`src/verilog/sfcrs_map.vh`:
```
`ifndef SFCRS_MAP_VH
`define SFCRS_MAP_VH
// ---------------------------------------------
// Opcodes
// ---------------------------------------------
`define SFCRS_OP_SET_WL 8'h06
`define SFCRS_OP_CLR_WL 8'h04
`define SFCRS_OP_VOL_WE 8'h50
`define SFCRS_OP_RD_SR1 8'h05
`define SFCRS_OP_RD_SR2 8'h35
`define SFCRS_OP_WR_SR 8'h01
`define SFCRS_OP_WR_SR2 8'h31
`define SFCRS_OP_READ 8'h03
`define SFCRS_OP_FAST 8'h0B
`define SFCRS_OP_DUAL 8'h3B
// ---------------------------------------------
// Status fields
// ---------------------------------------------
`define SFCRS_SR_BUSY 0
`define SFCRS_SR_WL 1
`define SFCRS_SR_LOCK0 7
`define SFCRS_SR_LOCK1 8
// Writable bits: 12..11, 7, 4..2
`define SFCRS_SR_WMASK 16'h189C
`define SFCRS_SR_RESET 16'h0000
// ---------------------------------------------
// Timing
// ---------------------------------------------
`define SFCRS_CLK_MHZ 125
`define SFCRS_TW_US 5000
`define SFCRS_TW_CYC (`SFCRS_TW_US * `SFCRS_CLK_MHZ)
`define SFCRS_ADDR_MAX 24'h07_FFFF
`endif

```
`src/verilog/sfcrs_top.v`:
```
// Operation
// - Opcode 06H at a clean frame end sets the write latch flag
// - Status writes only execute with the write latch flag set or after 50H
// - Opcode 04H at a clean frame end clears the write latch flag
// - Write latch clears at reset and when a status write finishes
// - Reset loads the volatile status copy from the stored bits
// - 50H arms a volatile-only update for the command that directly follows
// - Status reads are served even while a write cycle runs
// - 05H streams status low byte, 35H high byte, repeating
// - 01H writes one or two bytes, 31H writes the high byte
// - Status write leaves all non-writable bits unchanged
// - Status write must end after exactly 8 data bits, or 8 or 16 for 01H
// - Frame end starts timed write; busy set, then both flags clear
// - Lock bit 7 plus protect pin block every status write
// - 03H takes three address bytes, then data leaves on falls
// - Read address increments per byte and wraps to zero
// - Select high ends a read and releases the outputs
// - Array reads are refused while a write cycle is busy
// - 0BH adds one dummy byte before data, otherwise as 03H
// - 3BH adds eight dummy clocks then outputs on both lanes
// - Dual address input takes every bit on lane zero
// - Security addresses use 00H, 1H or 2H, 0000b, offset
// - Dual data: lane zero even bits, lane one odd bits
// - Simple commands need a clock count multiple of eight
`timescale 1ns/1ns
`include "sfcrs_map.vh"
module sfcrs_top #(
	parameter TW_CYC = `SFCRS_TW_CYC
) (
	// Clock and reset
	input wire clk_i,
	input wire srst_i,
	// Serial link pins
	input wire sclk_i,
	input wire sel_n_i,
	input wire lane_zero_i,
	output reg lane_zero_o,
	output reg lane_zero_oe_n_o,
	input wire lane_one_i,
	output reg lane_one_o,
	output reg lane_one_oe_n_o,
	input wire protect_n_i,
	// Stored non-volatile status image
	input wire [15:0] nv_status_i,
	output reg [15:0] nv_status_o,
	output reg nv_write_o,
	// Array fetch port
	output reg [23:0] arr_addr_o,
	output reg arr_req_o,
	input wire arr_ack_i,
	input wire [7:0] arr_data_i,
	// Security access decode
	output reg sec_sel_o,
	output reg [1:0] sec_reg_o,
	// Visible status
	output reg [15:0] status_o
);
	// ---------------------------------------------
	// Pin synchronisers
	// ---------------------------------------------
	reg [2:0] s_clk;
	reg [2:0] s_sel;
	reg [2:0] s_d0;
	reg [2:0] s_d1;
	reg [2:0] s_wp;
	reg clk_q;
	reg sel_q;
	// Three stages; a change counts once stages two and three agree
	always @(posedge clk_i) begin
		if (srst_i) begin
			s_clk <= 3'b000;
			s_sel <= 3'b111;
			s_d0 <= 3'b000;
			s_d1 <= 3'b000;
			s_wp <= 3'b111;
			clk_q <= 1'b0;
			sel_q <= 1'b1;
		end else begin
			s_clk <= {s_clk[1:0], sclk_i};
			s_sel <= {s_sel[1:0], sel_n_i};
			s_d0 <= {s_d0[1:0], lane_zero_i};
			s_d1 <= {s_d1[1:0], lane_one_i};
			s_wp <= {s_wp[1:0], protect_n_i};
			if (s_clk[1] == s_clk[2])
				clk_q <= s_clk[2];
			if (s_sel[1] == s_sel[2])
				sel_q <= s_sel[2];
		end
	end
	wire rise = s_clk[1] & s_clk[2] & ~clk_q;
	wire fall = ~s_clk[1] & ~s_clk[2] & clk_q;
	wire sel_up = s_sel[1] & s_sel[2] & ~sel_q;
	wire active = ~sel_q;

	// ---------------------------------------------
	// Frame state
	// ---------------------------------------------
	localparam ST_OP = 3'd0;
	localparam ST_ADDR = 3'd1;
	localparam ST_DUMMY = 3'd2;
	localparam ST_DATA = 3'd3;
	localparam ST_SRIN = 3'd4;
	localparam ST_IDLE = 3'd5;
	reg [2:0] state;
	reg [7:0] opc;
	reg [7:0] shin;
	reg [4:0] bitcnt;
	reg [23:0] addr;
	reg [7:0] shout;
	reg [3:0] outcnt;
	reg [15:0] srin;
	reg [4:0] srbits;
	reg [15:0] vstat;
	reg wl;
	reg vol_arm;
	reg vol_use;
	reg busy;
	reg [31:0] tcnt;
	reg [15:0] pend;
	reg pend_vol;
	reg first_out;
	reg boot;
	// Buffer between fetch and shifter
	wire bf_ready;
	wire bf_valid;
	wire [7:0] bf_data;
	reg bf_take;
	wire dual = (opc == `SFCRS_OP_DUAL);
	wire is_sr = (opc == `SFCRS_OP_RD_SR1) || (opc == `SFCRS_OP_RD_SR2);
	wire [7:0] nxt_in = {shin[6:0], s_d0[2]};
	wire locked = vstat[`SFCRS_SR_LOCK0] & ~s_wp[2];
	wire [4:0] dlen = dual ? 5'd4 : 5'd8;
	wire [15:0] status = {vstat[15:2], wl, busy};

	sfcrs_buf2 u_buf (
		.clk_i(clk_i),
		.srst_i(srst_i | sel_up),
		.in_valid_i(arr_ack_i),
		.in_ready_o(bf_ready),
		.in_data_i(arr_data_i),
		.out_valid_o(bf_valid),
		.out_ready_i(bf_take),
		.out_data_o(bf_data)
	);

	// ---------------------------------------------
	// Command engine
	// ---------------------------------------------
	// One clocked process owns all shared state, so flags have one driver
	always @(posedge clk_i) begin
		if (srst_i) begin
			state <= ST_OP;
			opc <= 8'h00;
			shin <= 8'h00;
			bitcnt <= 5'd0;
			addr <= 24'h00_0000;
			shout <= 8'h00;
			outcnt <= 4'd0;
			srin <= 16'h0000;
			srbits <= 5'd0;
			vstat <= `SFCRS_SR_RESET;
			wl <= 1'b0;
			vol_arm <= 1'b0;
			vol_use <= 1'b0;
			busy <= 1'b0;
			tcnt <= 32'h0000_0000;
			pend <= 16'h0000;
			pend_vol <= 1'b0;
			first_out <= 1'b0;
			boot <= 1'b1;
			bf_take <= 1'b0;
			arr_req_o <= 1'b0;
			arr_addr_o <= 24'h00_0000;
			nv_status_o <= 16'h0000;
			nv_write_o <= 1'b0;
		end else begin
			bf_take <= 1'b0;
			nv_write_o <= 1'b0;
			// copy stored bits after reset release
			if (boot) begin
				boot <= 1'b0;
				vstat <= nv_status_i & 16'hFFFC;
			end
			// self-timed cycle, then busy and latch clear
			if (busy) begin
				if (tcnt == 32'h0000_0000) begin
					busy <= 1'b0;
					wl <= 1'b0;
					vstat <= pend;
					if (!pend_vol) begin
						nv_status_o <= pend;
						nv_write_o <= 1'b1;
					end
				end else
					tcnt <= tcnt - 32'h0000_0001;
			end
			if (arr_ack_i)
				arr_req_o <= 1'b0;
			if (active && rise) begin
				bitcnt <= bitcnt + 5'd1;
				case (state)
				ST_OP: begin
					shin <= nxt_in;
					if (bitcnt == 5'd7) begin
						opc <= nxt_in;
						bitcnt <= 5'd0;
						vol_use <= vol_arm;
						vol_arm <= 1'b0;
						case (nxt_in)
						`SFCRS_OP_READ, `SFCRS_OP_FAST, `SFCRS_OP_DUAL:
							state <= busy ? ST_IDLE : ST_ADDR;
						`SFCRS_OP_RD_SR1, `SFCRS_OP_RD_SR2: begin
							state <= ST_DATA;
							first_out <= 1'b1;
						end
						`SFCRS_OP_WR_SR, `SFCRS_OP_WR_SR2: begin
							state <= ST_SRIN;
							srbits <= 5'd0;
						end
						default:
							state <= ST_IDLE;
						endcase
					end
				end
				ST_ADDR: begin
					// address bits taken on rising edges
					addr <= {addr[22:0], s_d0[2]};
					if (bitcnt == 5'd23) begin
						bitcnt <= 5'd0;
						if (opc == `SFCRS_OP_READ) begin
							state <= ST_DATA;
							arr_req_o <= 1'b1;
							arr_addr_o <= {addr[22:0], s_d0[2]};
							first_out <= 1'b1;
						end else
							state <= ST_DUMMY;
					end
				end
				ST_DUMMY: begin
					if (bitcnt == 5'd7) begin
						state <= ST_DATA;
						arr_req_o <= 1'b1;
						arr_addr_o <= addr;
						first_out <= 1'b1;
					end
				end
				ST_SRIN: begin
					srin <= {srin[14:0], s_d0[2]};
					srbits <= srbits + 5'd1;
				end
				default: ;
				endcase
			end
			// Output shifting on falling edges
			if (active && fall && state == ST_DATA) begin
				if (first_out || outcnt == 4'd0) begin
					first_out <= 1'b0;
					outcnt <= dlen[3:0] - 4'd1;
					if (is_sr) begin
						shout <= (opc == `SFCRS_OP_RD_SR1) ?
							status[7:0] : status[15:8];
					end else begin
						shout <= bf_data;
						bf_take <= 1'b1;
						addr <= (arr_addr_o == `SFCRS_ADDR_MAX) ?
							24'h00_0000 : arr_addr_o + 24'h00_0001;
						arr_addr_o <= (arr_addr_o == `SFCRS_ADDR_MAX) ?
							24'h00_0000 : arr_addr_o + 24'h00_0001;
						arr_req_o <= 1'b1;
					end
				end else begin
					outcnt <= outcnt - 4'd1;
					shout <= dual ? {shout[5:0], 2'b00} :
						{shout[6:0], 1'b0};
				end
			end
			// Frame end: decode clean-boundary commands
			if (sel_up) begin
				state <= ST_OP;
				bitcnt <= 5'd0;
				arr_req_o <= 1'b0;
				if (bitcnt[2:0] == 3'd0 && state == ST_IDLE && !busy) begin
					if (opc == `SFCRS_OP_SET_WL)
						wl <= 1'b1;
					if (opc == `SFCRS_OP_CLR_WL)
						wl <= 1'b0;
					if (opc == `SFCRS_OP_VOL_WE)
						vol_arm <= 1'b1;
				end
				if (state == ST_SRIN && !busy && !locked &&
					(wl || vol_use) && (srbits == 5'd8 ||
					(srbits == 5'd16 && opc == `SFCRS_OP_WR_SR))) begin
					busy <= 1'b1;
					tcnt <= vol_use ? 32'h0000_0000 : TW_CYC - 1;
					pend_vol <= vol_use;
					if (opc == `SFCRS_OP_WR_SR2)
						pend <= (vstat & ~`SFCRS_SR_WMASK) |
							({srin[7:0], 8'h00} & `SFCRS_SR_WMASK);
					else if (srbits == 5'd8)
						pend <= (vstat & ~`SFCRS_SR_WMASK) |
							({8'h00, srin[7:0]} &
							`SFCRS_SR_WMASK & 16'h00FF);
					else
						pend <= (vstat & ~`SFCRS_SR_WMASK) |
							({srin[7:0], srin[15:8]} &
							`SFCRS_SR_WMASK);
				end
				vol_use <= 1'b0;
			end
		end
	end

	// ---------------------------------------------
	// Pin drive and visible status
	// ---------------------------------------------
	// Enables are active low; released whenever no output phase runs
	always @(posedge clk_i) begin
		if (srst_i) begin
			lane_zero_o <= 1'b0;
			lane_zero_oe_n_o <= 1'b1;
			lane_one_o <= 1'b0;
			lane_one_oe_n_o <= 1'b1;
			status_o <= 16'h0000;
			sec_sel_o <= 1'b0;
			sec_reg_o <= 2'd0;
		end else begin
			status_o <= status;
			sec_sel_o <= (arr_addr_o[23:16] == 8'h00) &&
				(arr_addr_o[11:8] == 4'h0) &&
				(arr_addr_o[15:12] == 4'h1 ||
				arr_addr_o[15:12] == 4'h2);
			sec_reg_o <= arr_addr_o[13:12];
			if (!active || state != ST_DATA || first_out) begin
				lane_zero_oe_n_o <= 1'b1;
				lane_one_oe_n_o <= 1'b1;
			end else if (dual) begin
				// even bits lane zero, odd lane one
				lane_one_o <= shout[7];
				lane_zero_o <= shout[6];
				lane_one_oe_n_o <= 1'b0;
				lane_zero_oe_n_o <= 1'b0;
			end else begin
				lane_one_o <= shout[7];
				lane_one_oe_n_o <= 1'b0;
				lane_zero_oe_n_o <= 1'b1;
			end
		end
	end
endmodule

```
`src/verilog/sfcrs_buf2.v`:
```
`timescale 1ns/1ns
// Two-entry buffer; a stalled drain never loses a word
module sfcrs_buf2 (
	// Clock and reset
	input wire clk_i,
	input wire srst_i,
	// Fill side
	input wire in_valid_i,
	output wire in_ready_o,
	input wire [7:0] in_data_i,
	// Drain side
	output wire out_valid_o,
	input wire out_ready_i,
	output wire [7:0] out_data_o
);
	reg [7:0] mem [0:1];
	reg wp;
	reg rp;
	reg [1:0] cnt;
	wire push;
	wire pop;

	assign in_ready_o = (cnt != 2'd2);
	assign out_valid_o = (cnt != 2'd0);
	assign out_data_o = mem[rp];
	assign push = in_valid_i && in_ready_o;
	assign pop = out_valid_o && out_ready_i;

	// Pointers and occupancy
	always @(posedge clk_i) begin
		if (srst_i) begin
			wp <= 1'b0;
			rp <= 1'b0;
			cnt <= 2'd0;
		end else begin
			if (push) begin
				mem[wp] <= in_data_i;
				wp <= ~wp;
			end
			if (pop)
				rp <= ~rp;
			if (push && !pop)
				cnt <= cnt + 2'd1;
			else if (pop && !push)
				cnt <= cnt - 2'd1;
		end
	end
endmodule

```
`config.mk`:
```
export PLATFORM = sky130hd
export DESIGN_NAME = sfcrs_top
export DESIGN_NICKNAME = d
export VERILOG_FILES = /design/src/verilog/sfcrs_top.v /design/src/verilog/sfcrs_buf2.v
export VERILOG_INCLUDE_DIRS = /design/src /design/src/verilog
export SDC_FILE = /design/constraint.sdc
export NUM_CORES = 1
export LEC_CHECK = 0
export BUFFER_PORTS_ARGS = -buffer_cell sky130_fd_sc_hd__buf_4
export CAP_MARGIN = 20
export CORE_MARGIN = 3
export CORE_UTILIZATION = 35
export CTS_CLUSTER_SIZE = 20
export DETAILED_ROUTE_END_ITERATION = 6
export GPL_TIMING_DRIVEN = 0
export PLACE_DENSITY = 0.58
export SYNTH_ARGS = -nofsm -noshare
export SYNTH_HDL_FRONTEND = slang
export SYNTH_HIERARCHICAL = 1
export SYNTH_SLANG_ARGS = --single-unit
```
`constraint.sdc`:
```
create_clock -name clk_i -period 6.5 [get_ports clk_i]
set_clock_uncertainty 0.2 [all_clocks]
set_input_delay 1.95 -clock clk_i [delete_from_list [all_inputs] [get_ports clk_i]]
set_output_delay 1.95 -clock clk_i [all_outputs]
set_load 0.03 [all_outputs]
```
# --- Yosys cells after proc, flatten, opt, wreduce, memory -nomap -nowiden ---
# Memories as Yosys holds them, arrays and structs flattened. A register that Yosys moved wholly into a read port is not among the register bits.
# Index checks and enable logic that the tools add are counted.
totals:
  latch_bits: 0
  mem_bits_rw: 16
  reg_bits: 235
  out_inout_bits: 65
  in_bits: 32
  memories: 1
  elab_cells: 250
  romBits: 0
memory_table:
  columns: ["memory", "words", "width", "rd", "rd_clocked_by_memory_dff", "wr", "line", "rtl"]
  rows:
  - ["u_buf.mem", 2, 8, 1, 1, 1, "sfcrs_buf2.v:16", "reg [7:0] mem [0:1];"]
op_classes:
  n_shift: 0
  order_cmp: 0
  n_addsub: 8
  multipliers: 0
  bitwise_logic: 24
  n_mux: 89
  n_eq_ne: 36
  reduce_logical: 52
  n_div: 0
ops:
  columns: ["op", "count"]
  rows:
  - ["$mux W24", 13]
  - ["$mux W32", 4]
  - ["$mux W16", 5]
  - ["$eq A8 B6 Y1 const B", 6]
  - ["$pmux W24 S2", 1]
  - ["$mux W1", 43]
  - ["$eq A8 B3 Y1 const B", 4]
  - ["$logic_not A32 Y1", 1]
  - ["$mux W8", 4]
  - ["$or A16 B13 Y16", 2]
  - ["$sub A32 B1 Y32 const B", 1]
  - ["$add A24 B1 Y24 const B", 1]
  - ["$eq A24 B19 Y1 const B", 1]
  - ["$mux W20", 1]
  - ["$mux W5", 4]
  - ["$pmux W5 S2", 2]
  - ["$pmux W3 S3", 2]
  - ["$eq A8 B1 Y1 const B", 2]
  - ["$eq A8 B2 Y1 const B", 2]
  - ["$logic_and A1 B1 Y1", 16]
  - ["$or A16 B8 Y16", 1]
  - ["$not A1 Y1", 13]
  - ["$mux W3", 4]
  - ["$add A5 B1 Y5 const B", 2]
  - ["35 further kinds", 74]

# --- Logic depth before layout (Yosys ltp) ---
logic_depth:
  depth_word: 8
  depth_mapped: 10

# --- Hierarchy ---
# Netlist, hierarchy kept.
modules_own_cells:
  columns: ["mod", "area_each_um2", "instances", "cells_each"]
  rows:
  - ["sfcrs_top", 10652.7, 1, 1250]
  - ["sfcrs_buf2", 803.3, 1, 52]

# --- Worst setup path after synthesis ---
# OpenSTA, ideal clock, no wires.
synth_timing:
  kind: "input to register"
  from: "in srst_i"
  to: "mem u_buf.mem[1][0] (enable)"
  required_ns: 5.915
  t_arrival_ns: 3.310
  setup_slack_ns: 2.605
  cell_stages: 4
  path_cell_list: "inv_1 -> clkbuf_1 -> nand2_1 -> nor3b_1"
synth_between:
  elab_chain_cells: 3
synth_lines:
  columns: ["item", "line", "rtl"]
  rows:
  - ["start, declared", "sfcrs_top.v:32", "input wire srst_i,"]
  - ["$or A1 B1 Y1", "sfcrs_top.v:137", ".srst_i(srst_i | sel_up),"]
  - ["$mux W1", "sfcrs_buf2.v:31", "if (srst_i) begin"]
  - ["$mux W1 (not written as such)", "sfcrs_buf2.v:37", "mem[wp] <= in_data_i;"]
  - ["end, declared", "sfcrs_buf2.v:16", null]
# No other way between the ends.

# --- Worst setup path in the final report ---
layout_timing:
  from: "in srst_i"
  to: "mem u_buf.mem[1][3] (enable)"
# The elaborated chain is that of the path after synthesis.

==> impl_results.md <==
- Synth warn: 6
- Max IR drop VDD: 177 uV
- Worst Setup EP: u_buf/mem[1][3]
- CTS tree: done
- Vias per inst: 5.48
- Power Density: 241 nW/um^2
- Setup TNS Final: 0 ns
- Status: finished clean
- Ant. Diodes: 0
- Initial DRC Count: 725
- Slack of the worst reg-to-reg path: 2.95 ns
- First-pass GRT wire length: 55100 um
- Worst Tran Pin Value: 1.14 ns
- Hold Path Class: reg2reg
- GRT Total Usage: 19.1%
- Die Area: 34900 um^2
- Sink Count: 252
- Crit path DAT: 4.48 ns
- Number of hold buffers added after cts: 0
- Synthesized net count: 1345
- Critical path endpoint category: flop
- Grt total ovfl: 0
- Die Wd: 187 um
- Critical Path RT: 6.55 ns
- Vias in the first global route: 9787
- HPWL Detailed: 24800 um
- RR Endpoint: arr_addr_o[2]
- Largest net degree at the start of global routing: 16
- Layout cells sized above 1: 14.0%
- P_leak: 4.81 nW
- Routed WL: 34800 um
- # DRC: 0
- Syn_area_per_cell: 8.80 um^2
- GPL Wtd Cong: 0.904
- RSZ-0062 raised after global routing: no
- Largest regs: tcnt: 32 flops, addr: 24 flops, arr_addr_o: 24 flops
- CTS Buffer Depth: 3
- Core Box Area: 31900 um^2
- Layout area overhead: 19.0%
- Starting Density: 35.9%
- Insertion delay to the later sink of the worst-skew pair: 0.55 ns
- Sequential Area: 5200 um^2
- Startpoint types: primary input
- CTS resizes: 0
- Vias: 10300
- 1st-pass router iterations: 5
- Initial antenna violation count: 0
- Max-Cap Viols: 0
- Layout fillers: 3210
- CP startpoint: srst_i
- Port Buffers: 93
- CTS H-tree depth: 1
- Final Hold Vio Count: 0
- Die Ht: 187 um
- Min Tclk post-route: 4.43 ns
- Worst Slack Setup Final: 2.07 ns
- Post-layout util: 42.7%
- Cell Area, Synth: 11400 um^2
- Rows: 65
- Drt wl/cell: 18.5 um
- Final hold slack: 0.207 ns
- Rel. slew slack: 23.6%
- Worst R2R Start: state[2]
- Area of the multi-input gates: 5780 um^2
- Max reg flops: 32
- Post-CTS setup buffer count: 0
- DRT antenna net count: 0
- FF-to-FF path depth: 7
- Final Setup Violations: 0
- Crit-path max FO: 15
- Mapped Cells: 1301
- Slew Viols, Final: 0
- Pre-CTS setup slack: 1.51 ns
- TritonCTS buffer count: 28
- Fmax: 0.226 GHz
- Top reg by flops: tcnt
- CTS root buf: clkbuf_16
- Final Net Count: 1471
- # IOs: 97
- Crit Path Class: in2reg
- Period utilization: 68.2%
- Clock transition at the registers of the reported paths: 0.06 ns
-- metrics by stage --
step                      total power [mW]  instances  cell area, um^2
final                                 3.28       1883            13600
after global routing                  3.38       1883            13600
after CTS                             3.31       1883            13600
after detailed placement              1.75       1832            12700
after global placement                1.75       1829            12700
after floorplan                       1.69       1301            11400
-- critical path, cell delays in order --
cell and delay [ns]:
buf_4 0.16, inv_1 0.23, clkbuf_1 0.66, nand2_1 0.60, nor3b_1 0.56, buf_2 0.29
-- layout by cell type (no fill, tap or decap), types with 32 or more instances in the layout --
cell      count
nand3_1      42
mux2i_1      32
nor2_1       82
nand2_1     170
buf_4        93
nor2b_1      32
a21oi_1     113
clkbuf_1     83
dfxtp_1     236
a211oi_1     41
-- cell type report --
class | instances | share of cell area (%)
Multi-Input combinational cell | 932 | 42.4
Inverter | 29 | 0.799
Sequential cell | 252 | 38.2
Timing Repair Buffer | 96 | 5.23
Clock inverter | 9 | 0.615
Tap cell | 435 | 3.99
Clock buffer | 42 | 6.12
Buffer | 88 | 2.64
-- how the worst min path moves through the flow --
stage                     startpoint       end  slack, ns  cells past startpoint
after global routing        s_sel[0]  s_sel[1]       0.23                      1
after detailed placement    s_sel[0]  s_sel[1]       0.20                      1
after CTS                    s_wp[0]   s_wp[1]       0.21                      1
after floorplan             s_sel[0]  s_sel[1]       0.19                      1
after global placement       s_wp[0]   s_wp[1]       0.19                      1
final                        s_wp[0]   s_wp[1]       0.21                      1
-- power by group --
part,switching [mW],internal [mW],leakage [nW],total (mW)
Clock,0.640,0.922,0.454,1.56
Sequential,0.0143,1.58,2.05,1.60
Combinational,0.0768,0.0446,2.31,0.121
-- metal layers --
| metal | up-vias | GRT usage (%) | part of all wire, % |
|---|---|---|---|
| li1 | 5008 | - | - |
| met1 | 4944 | 26.8 | 48 |
| met2 | 312 | 30.4 | 44 |
| met3 | 60 | 2.79 | 5.4 |
| met4 | 0 | 6.05 | 2.6 |
| met5 | - | 0 | 0 |
(Power assumes the default switching activity.)
